[src/rtl/ctblr_pkg.sv]
// Purpose: Constants and carrier types for the critical-temperature register bank.
// Assumes: One byte-wide register port driven by an external two-wire protocol engine.
// Notes: Register storage is addressed by index; the offset table maps indices to addresses.
package ctblr_pkg;

  localparam int NREG = 43;
  localparam int NCH = 3;
  localparam int HYS_W = 4;

  // Register index of each register that the logic itself reads.
  localparam int IDX_PRI = 1;
  localparam int IDX_SEC = 2;
  localparam int IDX_QUAT = 4;
  localparam int IDX_HYS = 24;
  localparam int IDX_CRIT [NCH] = '{13, 16, 19};

  localparam logic [7:0] OFS [NREG] = '{
    8'h00, 8'h01, 8'h02, 8'h03, 8'h04, 8'h05, 8'h06, 8'h07, 8'h08, 8'h09, 8'h0A,
    8'h0B, 8'h0C, 8'h0D, 8'h0E, 8'h0F, 8'h10, 8'h11, 8'h12, 8'h13,
    8'h16, 8'h17, 8'h18, 8'h19, 8'h1A,
    8'h22, 8'h23, 8'h24, 8'h25, 8'h26, 8'h27, 8'h28, 8'h29,
    8'h2A, 8'h2B, 8'h2C, 8'h2D, 8'h2E, 8'h2F, 8'h30, 8'h31, 8'h32, 8'h33};

  localparam logic [7:0] RST [NREG] = '{
    8'h20, 8'h01, 8'h84, 8'h44, 8'h00, 8'h07, 8'h01, 8'h09, 8'h52, 8'h18, 8'h00,
    8'h8B, 8'h54, 8'h95, 8'h8B, 8'h54, 8'h95, 8'h8B, 8'h54, 8'h95,
    8'h00, 8'h00, 8'h00, 8'hFF, 8'h05,
    8'hFF, 8'hFF, 8'hFF, 8'hFF, 8'hFF, 8'hFF, 8'hFF, 8'hFF,
    8'hFF, 8'hFF, 8'hFF, 8'hFF, 8'hFF, 8'hFF, 8'hFF, 8'hFF, 8'hFF, 8'hFF};

  // Bits that storage keeps; reserved bits read as zero, and the lock and reset bits read from their own flops.
  localparam logic [7:0] WMASK [NREG] = '{
    8'hFF, 8'hBF, 8'hBE, 8'hFF, 8'hFF, 8'h0F, 8'h0F, 8'hCF, 8'hFF, 8'h1C, 8'hE0,
    8'hFF, 8'hFF, 8'hFF, 8'hFF, 8'hFF, 8'hFF, 8'hFF, 8'hFF, 8'hFF,
    8'hFF, 8'hFF, 8'hFF, 8'hFF, 8'h0F,
    8'hFF, 8'hFF, 8'hFF, 8'hFF, 8'hFF, 8'hFF, 8'hFF, 8'hFF,
    8'hFF, 8'hFF, 8'hFF, 8'hFF, 8'hFF, 8'hFF, 8'hFF, 8'hFF, 8'hFF, 8'hFF};

  localparam logic LOCKABLE [NREG] = '{
    1'b1, 1'b1, 1'b1, 1'b1, 1'b1, 1'b1, 1'b1, 1'b1, 1'b0, 1'b0, 1'b0,
    1'b0, 1'b0, 1'b1, 1'b0, 1'b0, 1'b1, 1'b0, 1'b0, 1'b1,
    1'b1, 1'b1, 1'b1, 1'b1, 1'b1,
    1'b1, 1'b1, 1'b1, 1'b1, 1'b1, 1'b1, 1'b1, 1'b1,
    1'b1, 1'b1, 1'b1, 1'b1, 1'b1, 1'b1, 1'b1, 1'b1, 1'b1, 1'b1};

  // Field positions.
  localparam int BIT_SRC = 7;
  localparam int BIT_LOCK = 6;
  localparam int BIT_CYCLE = 7;
  localparam int BIT_CSEL_HI = 5;
  localparam int BIT_CSEL_LO = 4;
  localparam int BIT_SUPPRESS = 1;
  localparam int BIT_SWRST = 0;
  localparam int BIT_XOR = 3;

  localparam logic [7:0] HYS_RST = 8'h05;
  localparam logic [7:0] UNMAPPED_DATA = 8'h00;

  typedef struct packed {
    logic wr;
    logic rd;
    logic [7:0] addr;
    logic [7:0] wdata;
  } ctblr_req_type;

endpackage

[src/rtl/ctblr_regs.sv]
// Purpose: Register bank, critical-temperature fan boost, write lock, software reset and board test chain.
// Assumes: Measured temperatures arrive as 8-bit codes in the same format as the limit registers.
// Notes: The lock is cleared only by rst_i, which stands for power-on reset.
`timescale 1ns/10ps
module ctblr_regs #(
  parameter int XOR_W = 8
) (
  // Clock, reset and enable.
  input wire logic clk_i,
  input wire logic rst_i,
  input wire logic ce_i,
  // Register port from the protocol engine.
  input wire ctblr_pkg::ctblr_req_type req_i,
  output logic [7:0] rdata_o,
  output logic ack_o,
  // Measured temperatures, channel 0 local, 1 and 2 remote.
  input wire logic [ctblr_pkg::NCH-1:0][7:0] temp_i,
  // Board test chain pins.
  input wire logic [XOR_W-1:0] xor_pins_i,
  output logic xor_out_o,
  // Policy outputs to the fan and conversion logic.
  output logic full_speed_o,
  output logic [ctblr_pkg::NCH-1:0] crit_status_o,
  output logic speed_control_source_o,
  output logic multi_channel_cycle_o,
  output logic [1:0] chan_sel_o,
  output logic table_size_select_o,
  output logic lock_o
);

  if (XOR_W < 1) begin : g_bad_width
    $error("XOR_W must be at least one");
  end

  logic [7:0] regs_ff [ctblr_pkg::NREG];
  logic [7:0] view [ctblr_pkg::NREG];
  logic lock_ff;
  logic swrst_ff;
  logic [ctblr_pkg::NCH-1:0] crit_ff;
  logic full_speed_ff;
  logic [7:0] rdata_ff;
  logic ack_ff;
  logic xor_out_ff;
  logic [7:0] nxt_rdata;
  logic [ctblr_pkg::NCH-1:0] trip;
  logic [ctblr_pkg::NCH-1:0] release_ok;
  logic [ctblr_pkg::HYS_W-1:0] hyst;
  logic suppress;
  logic sec_write;
  logic pri_write;

  assign suppress = regs_ff[ctblr_pkg::IDX_SEC][ctblr_pkg::BIT_SUPPRESS];
  assign hyst = regs_ff[ctblr_pkg::IDX_HYS][ctblr_pkg::HYS_W-1:0];
  assign pri_write = req_i.wr && (req_i.addr == ctblr_pkg::OFS[ctblr_pkg::IDX_PRI]) && !lock_ff;
  assign sec_write = req_i.wr && (req_i.addr == ctblr_pkg::OFS[ctblr_pkg::IDX_SEC]) && !lock_ff;

  // Register storage, one entry per index.
  for (genvar i = 0; i < ctblr_pkg::NREG; i++) begin : g_reg
    always_ff @(posedge clk_i) begin
      if (rst_i) begin
        regs_ff[i] <= ctblr_pkg::RST[i];
      end else if (ce_i) begin
        if (swrst_ff) begin
          regs_ff[i] <= ctblr_pkg::RST[i];
        end else if (req_i.wr && req_i.addr == ctblr_pkg::OFS[i] && !(ctblr_pkg::LOCKABLE[i] && lock_ff)) begin
          regs_ff[i] <= req_i.wdata & ctblr_pkg::WMASK[i];
        end
      end
    end

    // Lock and reset bits are kept outside storage so that software reset cannot touch the lock.
    always_comb begin
      view[i] = regs_ff[i];
      if (i == ctblr_pkg::IDX_PRI) begin
        view[i][ctblr_pkg::BIT_LOCK] = lock_ff;
      end
      if (i == ctblr_pkg::IDX_SEC) begin
        view[i][ctblr_pkg::BIT_SWRST] = swrst_ff;
      end
    end
  end

  // The lock is sticky; only power-on reset clears it.
  always_ff @(posedge clk_i) begin
    if (rst_i) begin
      lock_ff <= 1'b0;
    end else if (ce_i && pri_write && req_i.wdata[ctblr_pkg::BIT_LOCK]) begin
      lock_ff <= 1'b1;
    end
  end

  // Software reset acts one cycle after the write and then clears itself.
  always_ff @(posedge clk_i) begin
    if (rst_i) begin
      swrst_ff <= 1'b0;
    end else if (ce_i) begin
      if (swrst_ff) begin
        swrst_ff <= 1'b0;
      end else if (sec_write && req_i.wdata[ctblr_pkg::BIT_SWRST]) begin
        swrst_ff <= 1'b1;
      end
    end
  end

  // Read data path; unmapped addresses read as zero and every access is acknowledged.
  always_comb begin
    nxt_rdata = ctblr_pkg::UNMAPPED_DATA;
    for (int k = 0; k < ctblr_pkg::NREG; k++) begin
      if (req_i.addr == ctblr_pkg::OFS[k]) begin
        nxt_rdata = view[k];
      end
    end
  end

  always_ff @(posedge clk_i) begin
    if (rst_i) begin
      rdata_ff <= 8'h00;
      ack_ff <= 1'b0;
    end else if (ce_i) begin
      ack_ff <= req_i.wr || req_i.rd;
      if (req_i.rd) begin
        rdata_ff <= nxt_rdata;
      end
    end
  end

  // Per-channel critical comparison with shared hysteresis.
  for (genvar c = 0; c < ctblr_pkg::NCH; c++) begin : g_ch
    logic [7:0] limit;
    logic [8:0] floor_v;
    assign limit = regs_ff[ctblr_pkg::IDX_CRIT[c]];
    // A limit below the hysteresis gives a negative floor, which no code can go under.
    assign floor_v = {1'b0, limit} - {5'h00, hyst};
    assign trip[c] = temp_i[c] > limit;
    assign release_ok[c] = !floor_v[8] && (temp_i[c] < floor_v[7:0]);

    always_ff @(posedge clk_i) begin
      if (rst_i) begin
        crit_ff[c] <= 1'b0;
      end else if (ce_i) begin
        if (trip[c]) begin
          crit_ff[c] <= 1'b1;
        end else if (release_ok[c]) begin
          crit_ff[c] <= 1'b0;
        end
      end
    end

    chk_crit_trip_set: assert property (@(posedge clk_i) disable iff (rst_i)
      ce_i && (temp_i[c] > regs_ff[ctblr_pkg::IDX_CRIT[c]]) |=> crit_ff[c])
      else $error("Channel above its critical limit did not latch");

    chk_crit_hold_band: assert property (@(posedge clk_i) disable iff (rst_i)
      crit_ff[c] && !(ce_i && release_ok[c]) |=> crit_ff[c])
      else $error("Critical latch released above the hysteresis floor");
  end

  // Any latched channel forces full speed unless suppressed.
  always_ff @(posedge clk_i) begin
    if (rst_i) begin
      full_speed_ff <= 1'b0;
    end else if (ce_i) begin
      full_speed_ff <= (|crit_ff) && !suppress;
    end
  end

  // Board test chain; it reads zero when the test mode is off.
  always_ff @(posedge clk_i) begin
    if (rst_i) begin
      xor_out_ff <= 1'b0;
    end else if (ce_i) begin
      xor_out_ff <= regs_ff[ctblr_pkg::IDX_QUAT][ctblr_pkg::BIT_XOR] && (^xor_pins_i);
    end
  end

  assign rdata_o = rdata_ff;
  assign ack_o = ack_ff;
  assign xor_out_o = xor_out_ff;
  assign full_speed_o = full_speed_ff;
  assign crit_status_o = crit_ff;
  assign lock_o = lock_ff;
  assign speed_control_source_o = regs_ff[ctblr_pkg::IDX_PRI][ctblr_pkg::BIT_SRC];
  assign multi_channel_cycle_o = regs_ff[ctblr_pkg::IDX_SEC][ctblr_pkg::BIT_CYCLE];
  assign chan_sel_o = regs_ff[ctblr_pkg::IDX_SEC][ctblr_pkg::BIT_CSEL_HI:ctblr_pkg::BIT_CSEL_LO];
  assign table_size_select_o = regs_ff[ctblr_pkg::IDX_SEC][3];

  chk_full_speed_drive: assert property (@(posedge clk_i) disable iff (rst_i)
    ce_i && (|crit_ff) && !suppress |=> full_speed_o)
    else $error("Latched critical channel did not force full speed");

  chk_suppress_blocks_boost: assert property (@(posedge clk_i) disable iff (rst_i)
    ce_i && suppress |=> !full_speed_o)
    else $error("Full speed forced while suppress bit set");

  chk_hyst_after_reset: assert property (@(posedge clk_i) disable iff (rst_i)
    $past(rst_i) |-> regs_ff[ctblr_pkg::IDX_HYS] == ctblr_pkg::HYS_RST)
    else $error("Hysteresis not five degrees after reset");

  chk_hyst_reserved_zero: assert property (@(posedge clk_i) disable iff (rst_i)
    regs_ff[ctblr_pkg::IDX_HYS][7:ctblr_pkg::HYS_W] == 4'h0)
    else $error("Reserved hysteresis bits not zero");

  chk_lock_persist: assert property (@(posedge clk_i) disable iff (rst_i)
    lock_ff |=> lock_ff [*8])
    else $error("Write lock was released");

  chk_locked_write_ignored: assert property (@(posedge clk_i) disable iff (rst_i)
    ce_i && lock_ff && !swrst_ff && req_i.wr && req_i.addr == ctblr_pkg::OFS[ctblr_pkg::IDX_HYS]
    |=> $stable(regs_ff[ctblr_pkg::IDX_HYS]) && ack_o)
    else $error("Locked register changed or write not acknowledged");

  chk_swrst_restores: assert property (@(posedge clk_i) disable iff (rst_i)
    ce_i && swrst_ff |=> regs_ff[ctblr_pkg::IDX_SEC] == ctblr_pkg::RST[ctblr_pkg::IDX_SEC]
      && regs_ff[ctblr_pkg::IDX_HYS] == ctblr_pkg::HYS_RST && !swrst_ff)
    else $error("Software reset did not restore defaults or clear itself");

  chk_xor_chain_out: assert property (@(posedge clk_i) disable iff (rst_i)
    ce_i && regs_ff[ctblr_pkg::IDX_QUAT][ctblr_pkg::BIT_XOR] |=> xor_out_o == $past(^xor_pins_i))
    else $error("Test chain output does not match pin parity");

endmodule

[config.mk]
export PLATFORM = sky130hd
export DESIGN_NAME = ctblr_regs
export DESIGN_NICKNAME = d
export VERILOG_FILES = /design/src/rtl/ctblr_pkg.sv /design/src/rtl/ctblr_regs.sv
export SDC_FILE = /design/constraint.sdc
export NUM_CORES = 1
export LEC_CHECK = 0
export BUFFER_PORTS_ARGS = -buffer_cell sky130_fd_sc_hd__buf_2
export CORE_ASPECT_RATIO = 2
export CORE_MARGIN = 2
export CORE_UTILIZATION = 45
export DETAILED_ROUTE_END_ITERATION = 12
export GPL_TIMING_DRIVEN = 0
export PLACE_DENSITY_LB_ADDON = 0.25
export SYNTH_ARGS = -nofsm -noshare
export SYNTH_HDL_FRONTEND = slang
export SYNTH_SLANG_ARGS = --single-unit
export TNS_END_PERCENT = 30
[constraint.sdc]
create_clock -name clk_i -period 5.7 [get_ports clk_i]
set_input_delay 0.285 -clock clk_i [delete_from_list [all_inputs] [get_ports clk_i]]
set_output_delay 0.285 -clock clk_i [all_outputs]
set_load 0.01 [all_outputs]
### Word level (Yosys, flattened, before mapping)

Memory sizes are Yosys's and may differ from the RTL's.
Index checks and enable logic that the tools add are counted.

| operators by class | value |
|---|---|
| bitwise gates (word level) | 86 |
| equality and inequality tests | 42 |
| reduce and logical (&&, ||, !) cells | 101 |
| order comparisons | 6 |
| muxes and demuxes | 358 |
| $add $sub $neg | 3 |

Operators by type and width:

| cell | count |
|---|---|
| 8-bit two-way mux | 129 |
| 1-bit two-way mux | 229 |
| 8-bit by 6-bit equality test with 1-bit output, second input constant | 18 |
| 1-bit bitwise OR | 86 |
| 1-bit logical AND | 85 |
| 8-bit by 5-bit equality test with 1-bit output, second input constant | 9 |
| 8-bit by 4-bit equality test with 1-bit output, second input constant | 8 |
| 8-bit by 3-bit equality test with 1-bit output, second input constant | 4 |
| 8-bit by 4-bit subtractor with 9-bit output | 3 |
| 8-bit > comparator | 3 |
| 8-bit < comparator | 3 |
| 8-bit by 2-bit equality test with 1-bit output, second input constant | 2 |
| 8-bit by 1-bit equality test with 1-bit output, second input constant | 1 |
| 8-bit zero test | 1 |
| 2-bit AND reduction | 4 |
| 8-bit XOR reduction | 1 |
| 2-bit nonzero test | 3 |
| 1-bit zero test | 5 |
| 3-bit OR reduction | 1 |
| 1-bit logical OR | 1 |

| storage, ports and cells | value |
|---|---|
| RAM bits | 344 |
| output and inout bits | 20 |
| input bits | 53 |
| flip-flop bits (word level) | 16 |
| memories kept | 1 |
| word-level logic and storage cells | 606 |

Memory list:

| name | words | width | read ports | clocked after memory_dff | wr ports | line | RTL |
|---|---|---|---|---|---|---|---|
| regs_ff | 43 | 8 | 43 | 0 | 43 | ctblr_regs.sv:35 | `logic [7:0] regs_ff [ctblr_pkg::NREG];` |

### Longest topological paths before layout

| depth | value |
|---|---|
| word-level depth | 44 |
| gate-level depth with buffers | 14 |
| gate-level depth less buffers | 14 |

### Worst setup path after synthesis

OpenSTA, ideal clock, no wires.

| timing | value |
|---|---|
| kind | input -> register |
| from | input ce_i |
| to | memory regs_ff[30][0], in the netlist regs_ff[1][112] (enable) |
| setup time | 0.384 ns |
| cell stages on the path | 9 |
| setup slack | 2.995 ns |
| data required time | 5.316 ns |
| data arrival time | 2.321 ns |
| path buffers | 4 |
| path through | buf_4 > inv_2 > nor2_1 > nand3b_1 > or2_2 > clkbuf_1 > clkbuf_1 > clkbuf_1 > o21ai_0 |

RTL lines:

| item | line | RTL |
|---|---|---|
| start, declared | ctblr_regs.sv:11 | `input wire logic ce_i,` |
| end, declared | ctblr_regs.sv:35 |  |

==> results.ini <==
[clock_tree]
root_buffer=clkbuf_16
cts_resized=0
cts.sinks=333
htreeDepth=1
clock_path_buffers=3
clkTransAtPathRegs_ps=70
clk_latency_ps=620
cts_tree=yes
post_cts_buffers=0
hold_buffers=1
cts_made_buffers=30

[worst_setup_path]
cp.required_ps=5910
crit_arrival_ps=5530
slowest_stage=o21ai_0
slowest_delay_ps=1190
cp_cell_sequence=dlygate4sd3_1 > buf_4 > inv_2 > nor2_1 > nand3b_1 > or2_2 > clkbuf_1 > clkbuf_1 > clkbuf_1 > o21ai_0
endpoint_kind=flip-flop
reg2reg_slack_ps=1610
cp_max_fo=10
start_kind=input port
timing.rr.end=regs_ff[2][73]
timing.rr.start=swrst_ff
cpMostUsedCell=clkbuf_1
ff2ff_path_depth=6
worstSetupPathType=in2reg

[sta]
setup_viol=0
max_freq_ghz=0.188
clock_skew_ps=21.1
rsz0062_at_grt=false
relSlewSlack=-0.0185
hold_slack_ps=11.3
period_share=0.933
slew_viol_final=9
timing.final.crit_period_ps=5320
worstMarginPinSlew_ps=1520
final.setup.tns_ps=0
hold_viol_final=0

[cells_and_area]
seq_area_um2=9840
multi_input_area_um2=7570
finalNetCount=1878
final_cell_mix=317 x edfxtp_1, 142 x or3_1, 111 x clkbuf_1, 98 x nor2_1, 97 x o21ai_0
fillers=3762
layout-drive-gt1-share=0.112
layout_commonest_cell=edfxtp_1
final_util=0.504
syn2layout_area_growth_pct=11.1

[min_path]
min_from=req_i[16]
whs_path_depth=3
whs_endpoint=ack_o
hold_class=in2reg

[pwr]
power_density_nw_per_um2=283
vdd_drop_max_mv=0.302
p_leak_nw=7.07
finalPower_w=0.00571

[synthesis]
synthFlopType=edfxtp_1
synth_compound_area_frac=0.134
synth-adder-area-share=0.0425
syn_nets=1780
synth_top_family_by_area=simple AND/OR/NAND/NOR gates
postSynthAreaPerCell_um2=10.9
synth-simple-area-share=0.201
synthMuxAreaShare=0.0250
ys_ff_latch=333
synthesis.area_um2=18200
synth_cells=1667
ys_types=85
synthArstFlopShare=0
synthXorXnorAreaFrac=0.0125
yosys_warnings=0
synth_edf_count=317
ys_seq_area_frac=0.541

[detailed_routing]
drt_iter0_drc=1926
ant_nets=0
dr.pass1.iters=6
vias=15600
wire_per_inst_um=36.3
drc=0
wirelength_um=84200
via_per_inst=6.72

[die]
coreArea_um2=40100
ios=73
die_width_um=146
fp-row-count=104
start_util=0.454
dieArea_um2=42200
dieHeight_um=288

[run_status]
violations=capacitance limit, slew limit
status=finished, violations left

[placement]
numPortBuffers=64
gp_congestion=1.05
hpwl_um=62900

[run]
drv_cap=1

[global_routing]
track_usage=0.395
grt-ovfl-total=0
antenna_found_initial=5
grt_max_degree=16
grt_pass1_wl_um=116000
grt_pass1_vias=15800

[how the worst max path moves through the flow]
stage | start | end | cells after the start
4_1_cts | ce_i | regs_ff[2][73] | 10
3_3_place_gp | ce_i | regs_ff[2][31] | 9
5_1_grt | ce_i | regs_ff[2][73] | 10
2_1_floorplan | ce_i | regs_ff[1][112] | 9
3_5_place_dp | ce_i | regs_ff[2][78] | 9
6_report | ce_i | regs_ff[2][73] | 10
[flip-flops by register name, summed over array words and instances, names as in the netlist]
name / cells
swrst_ff: 1
crit_status_o: 3
full_speed_o: 1
xor_out_o: 1
lock_o: 1
ack_o: 1
regs_ff: 317
rdata_o: 8
[cell usage after synthesis (all sizes together), types with 12 or more instances]
master  instances  area, µm²
a21o           16        120
nor2b          18        113
nor3           40        231
nand2b         58        363
buf            41        239
a211oi         12       95.1
nor4           19        138
or2            13       81.3
dfxtp          16        320
nand3          35        175
clkbuf        104        392
o22ai          32        200
xnor2          25        219
inv            47        176
and3           51        319
mux2i          14        140
edfxtp        317       9520
a21oi          68        344
nor2          101        392
ha             57        713
o21a           16        120
and2           52        325
o21ai         107        536
nand2          92        345
a22oi          16        120
or3           142        888
[metal layers]
layer / global-route usage / share of wire / vias up / routed length (µm)
met5: 0 / 0.00018 / - / 15
met4: 0.395 / 0.12 / 2 / 10500
met3: 0.0695 / 0.082 / 443 / 6900
met2: 0.691 / 0.50 / 1137 / 41700
met1: 0.385 / 0.30 / 7541 / 25100
li1: - / - / 6491 / -
[through the flow]
step           std cells  worst slack, ps  cell area (µm²)
2_1_floorplan       1667             3000            18200
3_3_place_gp        2261              499            19200
3_5_place_dp        2261              423            19200
4_1_cts             2318              447            20200
5_1_grt             2323              394            20200
6_report            2323              380            20200
[kinds of logic after synthesis]
family | count (synthesis)
AOI/OAI and AO/OA | 372
xor gates and xnor gates | 26
adders and majority gates | 60
buffers and inverters | 192
DFF | 333
muxes | 31
and+or+nand+nor | 653
[worst max-delay path, delay by kind of cell]
kind / cells / cell delay (ps)
AND/OR/NAND/NOR: 3 / 2100
buffers and inverters: 6 / 1920
AO/OA/AOI/OAI: 1 / 1190
[final cells by class]
class                           instances  area share
Clock buffer                           43      0.0426
Antenna cell                            4    0.000495
Timing Repair Buffer                   66      0.0167
Inverter                               47     0.00873
Buffer                                145      0.0312
Multi-Input combinational cell       1142       0.374
Tap cell                              530      0.0328
Clock inverter                         13     0.00644
Sequential cell                       333       0.487
[power breakdown]
group          total [W]  internal [W]  leakage [nW]  switching [W]
Sequential       0.00287       0.00279          3.26      0.0000716
Combinational   0.000696      0.000200          3.32       0.000496
Clock            0.00215       0.00115         0.486        0.00101
Total            0.00571       0.00414          7.07        0.00157
(Power assumes the default switching activity.)
